==> src/core/adc_ctrl_pkg.sv <==
// Behaviour
// - each conversion of the selected channel finishes with no pipeline delay and lands in that channel's own result register.
// - for every conversion outside the ground test exactly one of the four inputs is routed to the multiplexer output.
// - the multiplexer output can instead be tied to analog ground to convert a zero-volt test level.
// - the sampling switch stays closed, tracking the converter input, for the whole acquisition interval.
// - the sampling switch opens for the conversion interval and the held voltage is resolved.
// - every interval is counted from the local clock, and the host supplies no clock.
// - results are unsigned 12-bit codes, zero input giving 000h and full scale giving FFFh.
// - inputs below zero or above full scale give the end codes and never wrap.
// - one channel takes at least the 6 us least acquisition plus the 4 us conversion.
// - an enableable window comparator with upper and lower limits checks each result.
// - the active-low interrupt pin asserts while the monitor holds an alarm.
// - the target answers one of two bus addresses picked by the address-select pin, and the host uses that one.
// - the serial target port works at standard and fast mode rates up to 0.4 MHz clock.
// - a power-control output switches external conditioning off between measurements.
// - acquisition lasts 6 us plus the acquisition-time setting times 2 us.
// - the comparator trips when the result is at or below the lower limit or at or above the upper limit.
package adc_ctrl_pkg;

  // ***********************************************************
  // timing
  // ***********************************************************
  localparam int CLK_MHZ = 100;
  localparam int ACQ_MIN_NS = 6000;
  localparam int ACQ_STEP_NS = 2000;
  localparam int CONV_NS = 4000;
  localparam int ACQ_MIN_CYCLES = (ACQ_MIN_NS * CLK_MHZ + 999) / 1000;
  localparam int ACQ_STEP_CYCLES = (ACQ_STEP_NS * CLK_MHZ + 999) / 1000;
  localparam int CONV_CYCLES = CONV_NS * CLK_MHZ / 1000;

  // ***********************************************************
  // widths and codes
  // ***********************************************************
  localparam int RES_W = 12;
  localparam int CH_N = 4;
  localparam int LIMIT_W = 8;
  localparam int TMR_W = 13;
  localparam int ACQ_SET_W = 5;
  localparam int BITT_W = 6;
  localparam int BIT_CYCLES = CONV_CYCLES / RES_W;
  localparam logic [RES_W-1:0] CODE_ZERO = 12'h000;
  localparam logic [RES_W-1:0] CODE_MSB = 12'h800;
  localparam logic [1:0] LAST_CH = 2'h3;
  // base target address; the select pin supplies bit 0 (plain default)
  localparam logic [6:0] BUS_ADDR_BASE = 7'h48;

  typedef logic [RES_W-1:0] result_t;
  typedef result_t [CH_N-1:0] result_bank_t;

  // configuration from the surrounding logic
  typedef struct packed {
    logic [1:0] channel;
    logic scan;
    logic ground_test;
    logic [ACQ_SET_W-1:0] acquisition_time_setting;
    logic compare_en;
    logic [LIMIT_W-1:0] upper_limit_value;
    logic [LIMIT_W-1:0] lower_limit_value;
    logic power_hold;
  } cfg_t;

  typedef enum logic [1:0] {ST_IDLE, ST_ACQ, ST_CONV} conv_state_t;

  typedef enum logic [3:0] {
    BS_IDLE, BS_ADDR, BS_ADDR_DONE, BS_ACK_ADDR, BS_WRITE, BS_WR_DONE,
    BS_ACK_WR, BS_READ, BS_RD_ACK, BS_RD_NEXT
  } bus_state_t;

endpackage

==> src/core/quad_channel_adc_control.sv <==
`timescale 1ns/1ns
module quad_channel_adc_control
  import adc_ctrl_pkg::*;
(
  input wire logic i_mclk,
  input wire logic i_srst,
  input wire logic i_start,
  input wire cfg_t i_cfg,
  input wire logic i_alarm_clear,
  input wire logic i_sar_cmp,
  input wire logic i_bus_addr_select_pin,
  input wire logic i_scl,
  input wire logic i_sda,
  output logic [CH_N-1:0] o_mux_output_pin_sel,
  output logic o_mux_to_analog_ground,
  output logic o_sample_switch,
  output logic [RES_W-1:0] o_dac_code,
  output logic o_ext_power_ctrl_out,
  output logic o_int_n,
  output logic o_busy,
  output logic [CH_N-1:0] o_alarm_flags,
  output result_bank_t o_results,
  output logic o_sda_out,
  output logic o_sda_oe
);

  // ***********************************************************
  // state
  // ***********************************************************
  typedef struct packed {
    conv_state_t st;
    logic cmp_s1;
    logic cmp_s2;
    logic addr_s1;
    logic addr_s2;
    logic scl_s1;
    logic scl_s2;
    logic sda_s1;
    logic sda_s2;
    logic [TMR_W-1:0] timer;
    logic [TMR_W-1:0] acq_len;
    logic [1:0] ch;
    logic scan;
    logic [RES_W-1:0] code;
    logic [RES_W-1:0] trial;
    logic [RES_W-1:0] mask;
    logic [BITT_W-1:0] bit_tmr;
    result_bank_t results;
    logic [CH_N-1:0] alarm;
    logic [CH_N-1:0] mux_sel;
    logic mux_gnd;
    logic sample_sw;
    logic pwr;
    logic busy;
    logic int_n;
  } ctl_t;

  ctl_t s;
  ctl_t next_s;

  // acquisition length in clock cycles for a given setting
  function automatic logic [TMR_W-1:0] acq_cycles(input logic [ACQ_SET_W-1:0] setting);
    acq_cycles = TMR_W'(ACQ_MIN_CYCLES) + TMR_W'(setting) * TMR_W'(ACQ_STEP_CYCLES);
  endfunction

  function automatic logic [CH_N-1:0] chan_onehot(input logic [1:0] ch);
    chan_onehot = CH_N'(1) << ch;
  endfunction

  // ***********************************************************
  // sequencer and successive approximation
  // ***********************************************************
  always_comb begin
    next_s = s;
    // pin inputs pass two flip-flops before any use
    next_s.cmp_s1 = i_sar_cmp;
    next_s.cmp_s2 = s.cmp_s1;
    next_s.addr_s1 = i_bus_addr_select_pin;
    next_s.addr_s2 = s.addr_s1;
    next_s.scl_s1 = i_scl;
    next_s.scl_s2 = s.scl_s1;
    next_s.sda_s1 = i_sda;
    next_s.sda_s2 = s.sda_s1;
    // clear first so a trip in the same cycle still sets the flag
    next_s.alarm = s.alarm & ~{CH_N{i_alarm_clear}};
    case (s.st)
      ST_IDLE: begin
        if (i_start) begin
          next_s.ch = i_cfg.scan ? 2'h0 : i_cfg.channel;
          next_s.scan = i_cfg.scan;
          next_s.st = ST_ACQ;
          next_s.timer = '0;
          next_s.acq_len = acq_cycles(i_cfg.acquisition_time_setting);
        end
      end
      ST_ACQ: begin
        // all intervals counted on the local clock
        if (s.timer == s.acq_len - TMR_W'(1)) begin
          next_s.st = ST_CONV;
          next_s.timer = '0;
          next_s.code = CODE_ZERO;
          next_s.trial = CODE_MSB;
          next_s.mask = CODE_MSB;
          next_s.bit_tmr = '0;
        end else begin
          next_s.timer = s.timer + TMR_W'(1);
        end
      end
      ST_CONV: begin
        next_s.timer = s.timer + TMR_W'(1);
        if (s.mask != CODE_ZERO) begin
          if (s.bit_tmr == BITT_W'(BIT_CYCLES - 1)) begin
            // trial bit is kept while the held input is above the dac level;
            // the search spans only 000h..FFFh, so out-of-range inputs pin
            // the code at an end and can never wrap
            next_s.code = s.cmp_s2 ? s.trial : s.code;
            next_s.mask = s.mask >> 1;
            next_s.trial = (s.cmp_s2 ? s.trial : s.code) | (s.mask >> 1);
            next_s.bit_tmr = '0;
          end else begin
            next_s.bit_tmr = s.bit_tmr + BITT_W'(1);
          end
        end
        // fixed conversion time keeps the channel rate bounded
        if (s.timer == TMR_W'(CONV_CYCLES - 1)) begin
          // only the converted channel is written, all at once
          next_s.results[s.ch] = s.code;
          // window trips on the upper 8 result bits
          if (i_cfg.compare_en &&
              (s.code[RES_W-1 -: LIMIT_W] <= i_cfg.lower_limit_value ||
               s.code[RES_W-1 -: LIMIT_W] >= i_cfg.upper_limit_value)) begin
            next_s.alarm = next_s.alarm | chan_onehot(s.ch);
          end
          if (s.scan && s.ch != LAST_CH) begin
            next_s.ch = s.ch + 2'h1;
            next_s.st = ST_ACQ;
            next_s.timer = '0;
            next_s.acq_len = acq_cycles(i_cfg.acquisition_time_setting);
          end else begin
            next_s.st = ST_IDLE;
          end
        end
      end
      default: begin
        next_s.st = ST_IDLE;
      end
    endcase
    // one input on the mux, or ground for a zero-volt
    next_s.mux_gnd = i_cfg.ground_test;
    next_s.mux_sel = (next_s.st != ST_IDLE && !i_cfg.ground_test) ?
                     chan_onehot(next_s.ch) : '0;
    // capacitor tracks in acquisition and is held in conversion
    next_s.sample_sw = (next_s.st == ST_ACQ);
    // conditioning powered only around a measurement unless held on
    next_s.pwr = (next_s.st != ST_IDLE) | i_cfg.power_hold;
    next_s.busy = (next_s.st != ST_IDLE);
    next_s.int_n = ~(|next_s.alarm);
  end

  always_ff @(posedge i_mclk) begin
    if (i_srst) begin
      s <= '0;
      s.int_n <= 1'b1;
    end else begin
      s <= next_s;
    end
  end

  // ***********************************************************
  // serial target port
  // ***********************************************************
  result_bus_target u_target (
    .i_mclk(i_mclk),
    .i_srst(i_srst),
    .i_scl(s.scl_s2),
    .i_sda(s.sda_s2),
    .i_addr_sel(s.addr_s2),
    .i_results(s.results),
    .o_sda_out(o_sda_out),
    .o_sda_oe(o_sda_oe)
  );

  // outputs straight from the state flops
  assign o_mux_output_pin_sel = s.mux_sel;
  assign o_mux_to_analog_ground = s.mux_gnd;
  assign o_sample_switch = s.sample_sw;
  assign o_dac_code = s.trial;
  assign o_ext_power_ctrl_out = s.pwr;
  assign o_int_n = s.int_n;
  assign o_busy = s.busy;
  assign o_alarm_flags = s.alarm;
  assign o_results = s.results;

endmodule

==> src/core/result_bus_target.sv <==
`timescale 1ns/1ns
module result_bus_target
  import adc_ctrl_pkg::*;
(
  input wire logic i_mclk,
  input wire logic i_srst,
  input wire logic i_scl,
  input wire logic i_sda,
  input wire logic i_addr_sel,
  input wire result_bank_t i_results,
  output logic o_sda_out,
  output logic o_sda_oe
);

  // ***********************************************************
  // state
  // ***********************************************************
  typedef struct packed {
    bus_state_t st;
    logic scl_d;
    logic sda_d;
    logic [2:0] cnt;
    logic [7:0] shreg;
    logic rw;
    logic first_wr;
    logic [2:0] ptr;
    logic oe;
  } tgt_t;

  tgt_t s;
  tgt_t next_s;
  logic scl_rise;
  logic scl_fall;
  logic start_seen;
  logic stop_seen;
  logic [7:0] rd_byte;

  // pointer bits [2:1] pick the channel, bit 0 picks high or low byte
  function automatic logic [7:0] pick_byte(input result_bank_t res, input logic [2:0] ptr);
    result_t r;
    r = res[ptr[2:1]];
    pick_byte = ptr[0] ? {r[3:0], 4'h0} : r[11:4];
  endfunction

  // edges of the already synchronised bus lines
  assign scl_rise = i_scl & ~s.scl_d;
  assign scl_fall = ~i_scl & s.scl_d;
  assign start_seen = i_scl & s.scl_d & s.sda_d & ~i_sda;
  assign stop_seen = i_scl & s.scl_d & ~s.sda_d & i_sda;
  assign rd_byte = pick_byte(i_results, s.ptr);

  // ***********************************************************
  // byte engine, sampling on rising and driving on falling clock
  // ***********************************************************
  always_comb begin
    next_s = s;
    next_s.scl_d = i_scl;
    next_s.sda_d = i_sda;
    if (start_seen) begin
      next_s.st = BS_ADDR;
      next_s.cnt = 3'h0;
      next_s.oe = 1'b0;
    end else if (stop_seen) begin
      next_s.st = BS_IDLE;
      next_s.oe = 1'b0;
    end else begin
      case (s.st)
        BS_ADDR, BS_WRITE: begin
          if (scl_rise) begin
            next_s.shreg = {s.shreg[6:0], i_sda};
            next_s.cnt = s.cnt + 3'h1;
            if (s.cnt == 3'h7) begin
              next_s.st = (s.st == BS_ADDR) ? BS_ADDR_DONE : BS_WR_DONE;
            end
          end
        end
        BS_ADDR_DONE: begin
          if (scl_fall) begin
            // only the address the pin selects is acknowledged
            if (s.shreg[7:1] == {BUS_ADDR_BASE[6:1], i_addr_sel}) begin
              next_s.oe = 1'b1;
              next_s.rw = s.shreg[0];
              next_s.st = BS_ACK_ADDR;
            end else begin
              next_s.st = BS_IDLE;
            end
          end
        end
        BS_ACK_ADDR: begin
          if (scl_fall) begin
            next_s.cnt = 3'h0;
            if (s.rw) begin
              next_s.shreg = rd_byte;
              next_s.oe = ~rd_byte[7];
              next_s.st = BS_READ;
            end else begin
              next_s.oe = 1'b0;
              next_s.first_wr = 1'b1;
              next_s.st = BS_WRITE;
            end
          end
        end
        BS_WR_DONE: begin
          if (scl_fall) begin
            // first written byte sets the read pointer
            if (s.first_wr) begin
              next_s.ptr = s.shreg[2:0];
            end
            next_s.first_wr = 1'b0;
            next_s.oe = 1'b1;
            next_s.st = BS_ACK_WR;
          end
        end
        BS_ACK_WR: begin
          if (scl_fall) begin
            next_s.oe = 1'b0;
            next_s.st = BS_WRITE;
          end
        end
        BS_READ: begin
          if (scl_fall) begin
            if (s.cnt == 3'h7) begin
              next_s.oe = 1'b0;
              next_s.ptr = s.ptr + 3'h1;
              next_s.st = BS_RD_ACK;
            end else begin
              next_s.shreg = {s.shreg[6:0], 1'b0};
              next_s.oe = ~s.shreg[6];
              next_s.cnt = s.cnt + 3'h1;
            end
          end
        end
        BS_RD_ACK: begin
          if (scl_rise) begin
            next_s.st = i_sda ? BS_IDLE : BS_RD_NEXT;
          end
        end
        BS_RD_NEXT: begin
          if (scl_fall) begin
            // byte is copied whole, so a completing conversion cannot tear it
            next_s.shreg = rd_byte;
            next_s.oe = ~rd_byte[7];
            next_s.cnt = 3'h0;
            next_s.st = BS_READ;
          end
        end
        default: begin
          next_s.st = BS_IDLE;
        end
      endcase
    end
  end

  // clock is never stretched, so any rate the sampler resolves works
  always_ff @(posedge i_mclk) begin
    if (i_srst) begin
      s <= '0;
      s.scl_d <= 1'b1;
      s.sda_d <= 1'b1;
    end else begin
      s <= next_s;
    end
  end

  assign o_sda_oe = s.oe;
  assign o_sda_out = s.first_wr & 1'b0;

endmodule

==> config.mk <==
export PLATFORM = sky130hd
export DESIGN_NAME = quad_channel_adc_control
export DESIGN_NICKNAME = d
export VERILOG_FILES = /design/src/core/adc_ctrl_pkg.sv /design/src/core/quad_channel_adc_control.sv /design/src/core/result_bus_target.sv
export SDC_FILE = /design/constraint.sdc
export NUM_CORES = 1
export LEC_CHECK = 0
export BUFFER_PORTS_ARGS = -buffer_cell sky130_fd_sc_hd__buf_4
export CORE_MARGIN = 3
export CORE_UTILIZATION = 40
export DETAILED_ROUTE_END_ITERATION = 10
export PLACE_DENSITY_LB_ADDON = 0.3
export SYNTH_ARGS = -nofsm -noshare
export SYNTH_HDL_FRONTEND = slang
export SYNTH_SLANG_ARGS = --single-unit
==> constraint.sdc <==
create_clock -name i_mclk -period 3.1 [get_ports i_mclk]
set_input_delay 0.155 -clock i_mclk [delete_from_list [all_inputs] [get_ports i_mclk]]
set_output_delay 0.155 -clock i_mclk [all_outputs]
set_load 0.01 [all_outputs]
* After elaboration in Yosys (flattened, before gate mapping)
Cells that the tools add are included.
Widths: inputs -> output; s select.
** Storage, ports and cells
- Register bits :: 165
- Bits of input ports :: 35
- Output and inout bits :: 75
- Logic and storage cells :: 226
** Operators by class
- Add/subtract/negate cells :: 7
- Multiply operators :: 1
- Magnitude comparators :: 5
- Equal/unequal tests :: 49
- Shift operators :: 2
- Multiplexer cells :: 67
- Bitwise gates (word level) :: 22
- Reductions and logical operators :: 35
** Operators with widths (count)
- $mux 42 :: 2
- $pmux 42 s2 :: 1
- $mux 4 :: 15
- $mux 28 :: 2
- $mux 11 :: 5
- $bwmux 48 :: 1
- $pmux 11 s4 :: 1
- $ne 4x1->1 const B :: 10
- $pmux 13 s3 :: 1
- $mux 12 :: 3
- $mux 36 :: 1
- $pmux 4 s8 :: 1
- $pmux 15 s2 :: 1
- $mux 29 :: 1
- $ne 2x1->1 const B :: 13
- $bmux 12 s2 :: 1
- $demux 12 s2 :: 1
- $reduce_and 10->1 :: 2
- $ne 2x2->1 const B :: 9
- $eq 4x3->1 const B :: 4
- $mux 8 :: 2
- $reduce_and 7->1 :: 2
- $add 10x13->13 const A :: 1
- $add 13x1->13 const B :: 1
- 56 further kinds :: 107

* Logic depth before layout (Yosys ltp)
- Depth in word-level cells :: 9
- Mapped depth :: 13
- Mapped depth without buffers :: 13

* Hierarchy
Synthesis repeated with hierarchy kept, for this count alone.
** Unflattened totals
- Cells, all modules :: 1083
- Area, all modules :: 9202.6 um^2
** Modules (own cells, without submodules)
- quad_channel_adc_control :: instances 1, cells each 860, area an instance 7211.9 um^2, seq. area each 2782.7 um^2
- result_bus_target :: instances 1, cells each 223, area an instance 1990.7 um^2, seq. area each 460.4 um^2

* Least setup slack after synthesis
OpenSTA, ideal clock, no wires.
- Path kind :: input -> register
- From :: input port i_cfg[18] in the netlist's numbering
- To :: register s[117] in the netlist's numbering
- Library setup time :: 0.086 ns
- Arrival time :: 2.377 ns
- Required time :: 3.014 ns
- Setup slack :: 0.637 ns
- Stages :: 10
- Buffers on the path :: 0
- Path through :: inv_1 -> ha_1 -> ha_1 -> ha_1 -> inv_1 -> fa_1 -> or3b_2 -> a21oi_1 -> xor2_1 -> a211oi_1
** On the way
- Word-level cells in the longest chain between the ends :: 5
- Elaborated cells on any way between the ends :: 6
- Those cells by class :: add/sub: 1; mul: 1; mux: 4
** RTL lines
- start: declaration :: line quad_channel_adc_control.sv:8 : input wire cfg_t i_cfg,
- $mul 5x5->10 (*) :: line quad_channel_adc_control.sv:63 : acq_cycles = TMR_W'(ACQ_MIN_CYCLES) + TMR_W'(setting) * TMR_W'(ACQ_STEP_CYCLES);
- $add 10x13->13 (*) :: line quad_channel_adc_control.sv:63
- $mux 28 :: line quad_channel_adc_control.sv:134 : if (s.scan && s.ch != LAST_CH) begin
- $mux 28 :: line quad_channel_adc_control.sv:125 : if (s.timer == TMR_W'(CONV_CYCLES - 1)) begin
- $pmux 15 s2 (*) :: line quad_channel_adc_control.sv:86 : case (s.st)
- end signal: assignment :: line quad_channel_adc_control.sv:165 : s <= next_s;
- end: declaration :: line quad_channel_adc_control.sv:58 : ctl_t s;
Every way passes the cells marked *; elsewhere a longest branch is shown, timed or not. The select of a mux whose other input is x is not followed.
A chain may end at the register's enable or synchronous reset.

* Final worst setup path
Same ends and word-level chain as after synthesis.

==> impl_metrics.json <==
{
  "outcome": "completed",
  "p_leak_nw": 3.985,
  "routedWlPerCell_microns": 16.18,
  "max-vdd-ir-drop_v": 0.0003589,
  "clkLatencyLatePin_ps": 430,
  "setup_tns_ps": 0,
  "fp-row-count": 54,
  "cp.required_ps": 3450,
  "rrSetupSlack_ps": 410,
  "cp.arrival_ps": 3160,
  "period_minus_slack_ps": 2819,
  "root_buffer": "clkbuf_16",
  "antenna_left": 0,
  "cts_setup_buffers": 0,
  "cts_sinks": 162,
  "clk_pin_slew_ps": 60,
  "globalRouteMet3Util_pct": 3.629,
  "ys_ff_latch": 162,
  "gp_congestion": 0.8405,
  "dp_hpwl_microns": 16520,
  "synth_flop_cell": "dfxtp_1",
  "io_pins": 110,
  "cts_buffers": 17,
  "grt_first_pass_wirelength_microns": 37260,
  "finalHoldViolCount": 0,
  "antenna_found_initial": 0,
  "synth_area_leaders": "dfxtp_1 (35%), ha_1 (6.8%), buf_4 (5.8%), a21oi_1 (5.1%), nand2_1 (4.6%)",
  "endpoint_kind": "flop",
  "antenna_cells": 0,
  "start_util_pct": 41.23,
  "start_kind": "input pin",
  "die_y_microns": 157.1,
  "final_util_pct": 46.97,
  "cp_cell_sequence": "dlygate4sd3_1, buf_4, inv_1, ha_1, ha_1, ha_1, inv_1, fa_1, or3b_2, a21oi_1, xor2_1, a211oi_1",
  "fin_total_pwr_w": 0.004809,
  "htree_levels": 4,
  "grt_max_degree": 64,
  "synth.distinct_cells": 76,
  "relSlewSlack_pct": 52.27,
  "grt_use_total_pct": 18.60,
  "finalSetupViolations": 0,
  "synth_most_common_cell": "dfxtp_1",
  "route.detailed.drc": 0,
  "core-area_sq_um": 22160,
  "synth_area_per_cell_sq_um": 8.328,
  "slowest_delay_ps": 520,
  "synth_top_area_cell": "dfxtp_1",
  "yosys-top-cells-count": "dfxtp_1 (162), nand2_1 (111), a21oi_1 (94)",
  "first_pass_iters": 5,
  "grt-busiest-layer": "met2",
  "cp_max_fo": 6,
  "clock_path_buffers": 2,
  "ys_seq_area_share_pct": 35.50,
  "fin_crit_sh_pct": 90.94,
  "grtUsageMet2_pct": 30.52,
  "syn_inst": 1097,
  "fin_nets": 1214,
  "design.die.area_sq_um": 24690,
  "crit_top_cell": "ha_1",
  "async_reset_ff_share_pct": 0,
  "slew_violations": 0,
  "grt_pass1_vias": 7146,
  "fmax_mhz": 354.7,
  "path_class": "input pin to flop",
  "ys.warnings.count": 0,
  "syn_area_sq_um": 9136,
  "cts_tree": "built",
  "via_count": 7757,
  "drive_above_1_share_pct": 18.07,
  "fin_skew_ps": 18.80,
  "tightest_slew_ps": 715.9,
  "use_met1_pct": 25.41,
  "area_growth_pct": 13.93,
  "vias_per_cell": 5.463,
  "drtIter0Drc": 467,
  "power-per-cell-area_nw_per_um2": 462.0,
  "portBuffers": 108,
  "crit_path_top_delay_cell": "dlygate4sd3_1",
  "synth_nets": 1183,
  "hold_class": "input pin to flop",
  "die_w_microns": 157.1,
  "synth_edf_count": 0,
  "synth_top_cell_area_share_pct": 35.50,
  "wirelength_microns": 22980,
  "grt-ovfl-total": 0,
  "cap_violations": 0,
  "rsz0062_at_grt": "false"
}
path summary, 6_finish.rpt:
check	start	endpoint	cells after the start
min	i_cfg[0]	o_ext_power_ctrl_out$_SDFF_PP0_	3
max	i_cfg[18]	s[117]$_SDFFE_PP0P_	12
max reg2reg	s[109]$_SDFFE_PP0P_	o_mux_output_pin_sel[3]$_SDFF_PP0_	9
min reg2reg	next_s[132]$_SDFF_PP0_	s[132]$_SDFF_PP0_	1
final cells by class:
type	instances	area, sq um
Inverter	49	183.9
Clock inverter	11	126.4
Sequential cell	162	3243
Clock buffer	20	466.7
Multi-Input combinational cell	754	4942
Fill cell	2112	11750
Timing Repair Buffer	144	1096
Tap cell	280	350.3
routing by layer:
metal | wire length (microns) | up-vias | share of wire (%)
li1 | - | 3907 | -
met1 | 10650 | 3603 | 46
met2 | 10800 | 229 | 47
met3 | 1185 | 18 | 5.2
met4 | 339 | 0 | 1.5
met5 | 0 | - | 0
worst max-delay path, delay by kind of cell:
family,cells,cell delay [ps]
buffers and inverters,4,780
xor gates and xnor gates,1,80
AOI/OAI and AO/OA,2,380
adders and majority gates,4,1270
and+or+nand+nor,1,510
timing repair:
action / CTS / global route
resized for setup: 0 / 0
setup endpoints to repair: 0 / 0
hold endpoints to repair: 7 / 0
hold buffers: 6 / 0
stage by stage:
stage	hold slack (ps)	instances	instance area (sq um)	worst slack, ps
after floorplan	223.9	1097	9136	636.7
after global placement	355.5	1383	9756	429.5
after detailed placement	358.2	1383	9756	381.4
after CTS	5.980	1420	10410	283.9
after global routing	29.53	1420	10410	97.52
final	3.347	1420	10410	281.0
flip-flops by register name (all words and copies together), names as in the netlist:
register                count
o_dac_code                 12
o_alarm_flags               4
o_int_n                     1
o_mux_output_pin_sel        4
o_sample_switch             1
o_ext_power_ctrl_out        1
s                          62
o_results                  48
u_target.s                 22
o_busy                      1
o_mux_to_analog_ground      1
u_target.o_sda_oe           1
next_s                      4
logic make-up (layout without fill, tap and decap cells):
kind of cell	Yosys count	in the layout	share of synthesized area, %
AOI/OAI and AO/OA	267	267	18.97
xor gates and xnor gates	31	31	2.972
adders and majority gates	52	52	7.176
buffers and inverters	181	224	10.53
DFF	162	162	35.50
muxes	30	30	4.930
other	1	1	0.04105
and+or+nand+nor	373	373	19.89
power breakdown:
group	internal, W	total, W	switching, W
Combinational	0.000229	0.000548	0.000319
Clock	0.00125	0.00211	0.000860
Sequential	0.00212	0.00215	0.0000350
placed cells by master (no fill, tap or decap), types with 22 or more instances in the layout:
| cell | count |
|---|---|
| a21oi_1 | 94 |
| a211oi_1 | 22 |
| buf_4 | 138 |
| o21ai_0 | 36 |
| nand2_1 | 111 |
| inv_1 | 48 |
| nor2_1 | 76 |
| ha_1 | 50 |
| dfxtp_1 | 162 |
| nand3_1 | 73 |
Note: power is estimated with default switching activity, not from simulation.
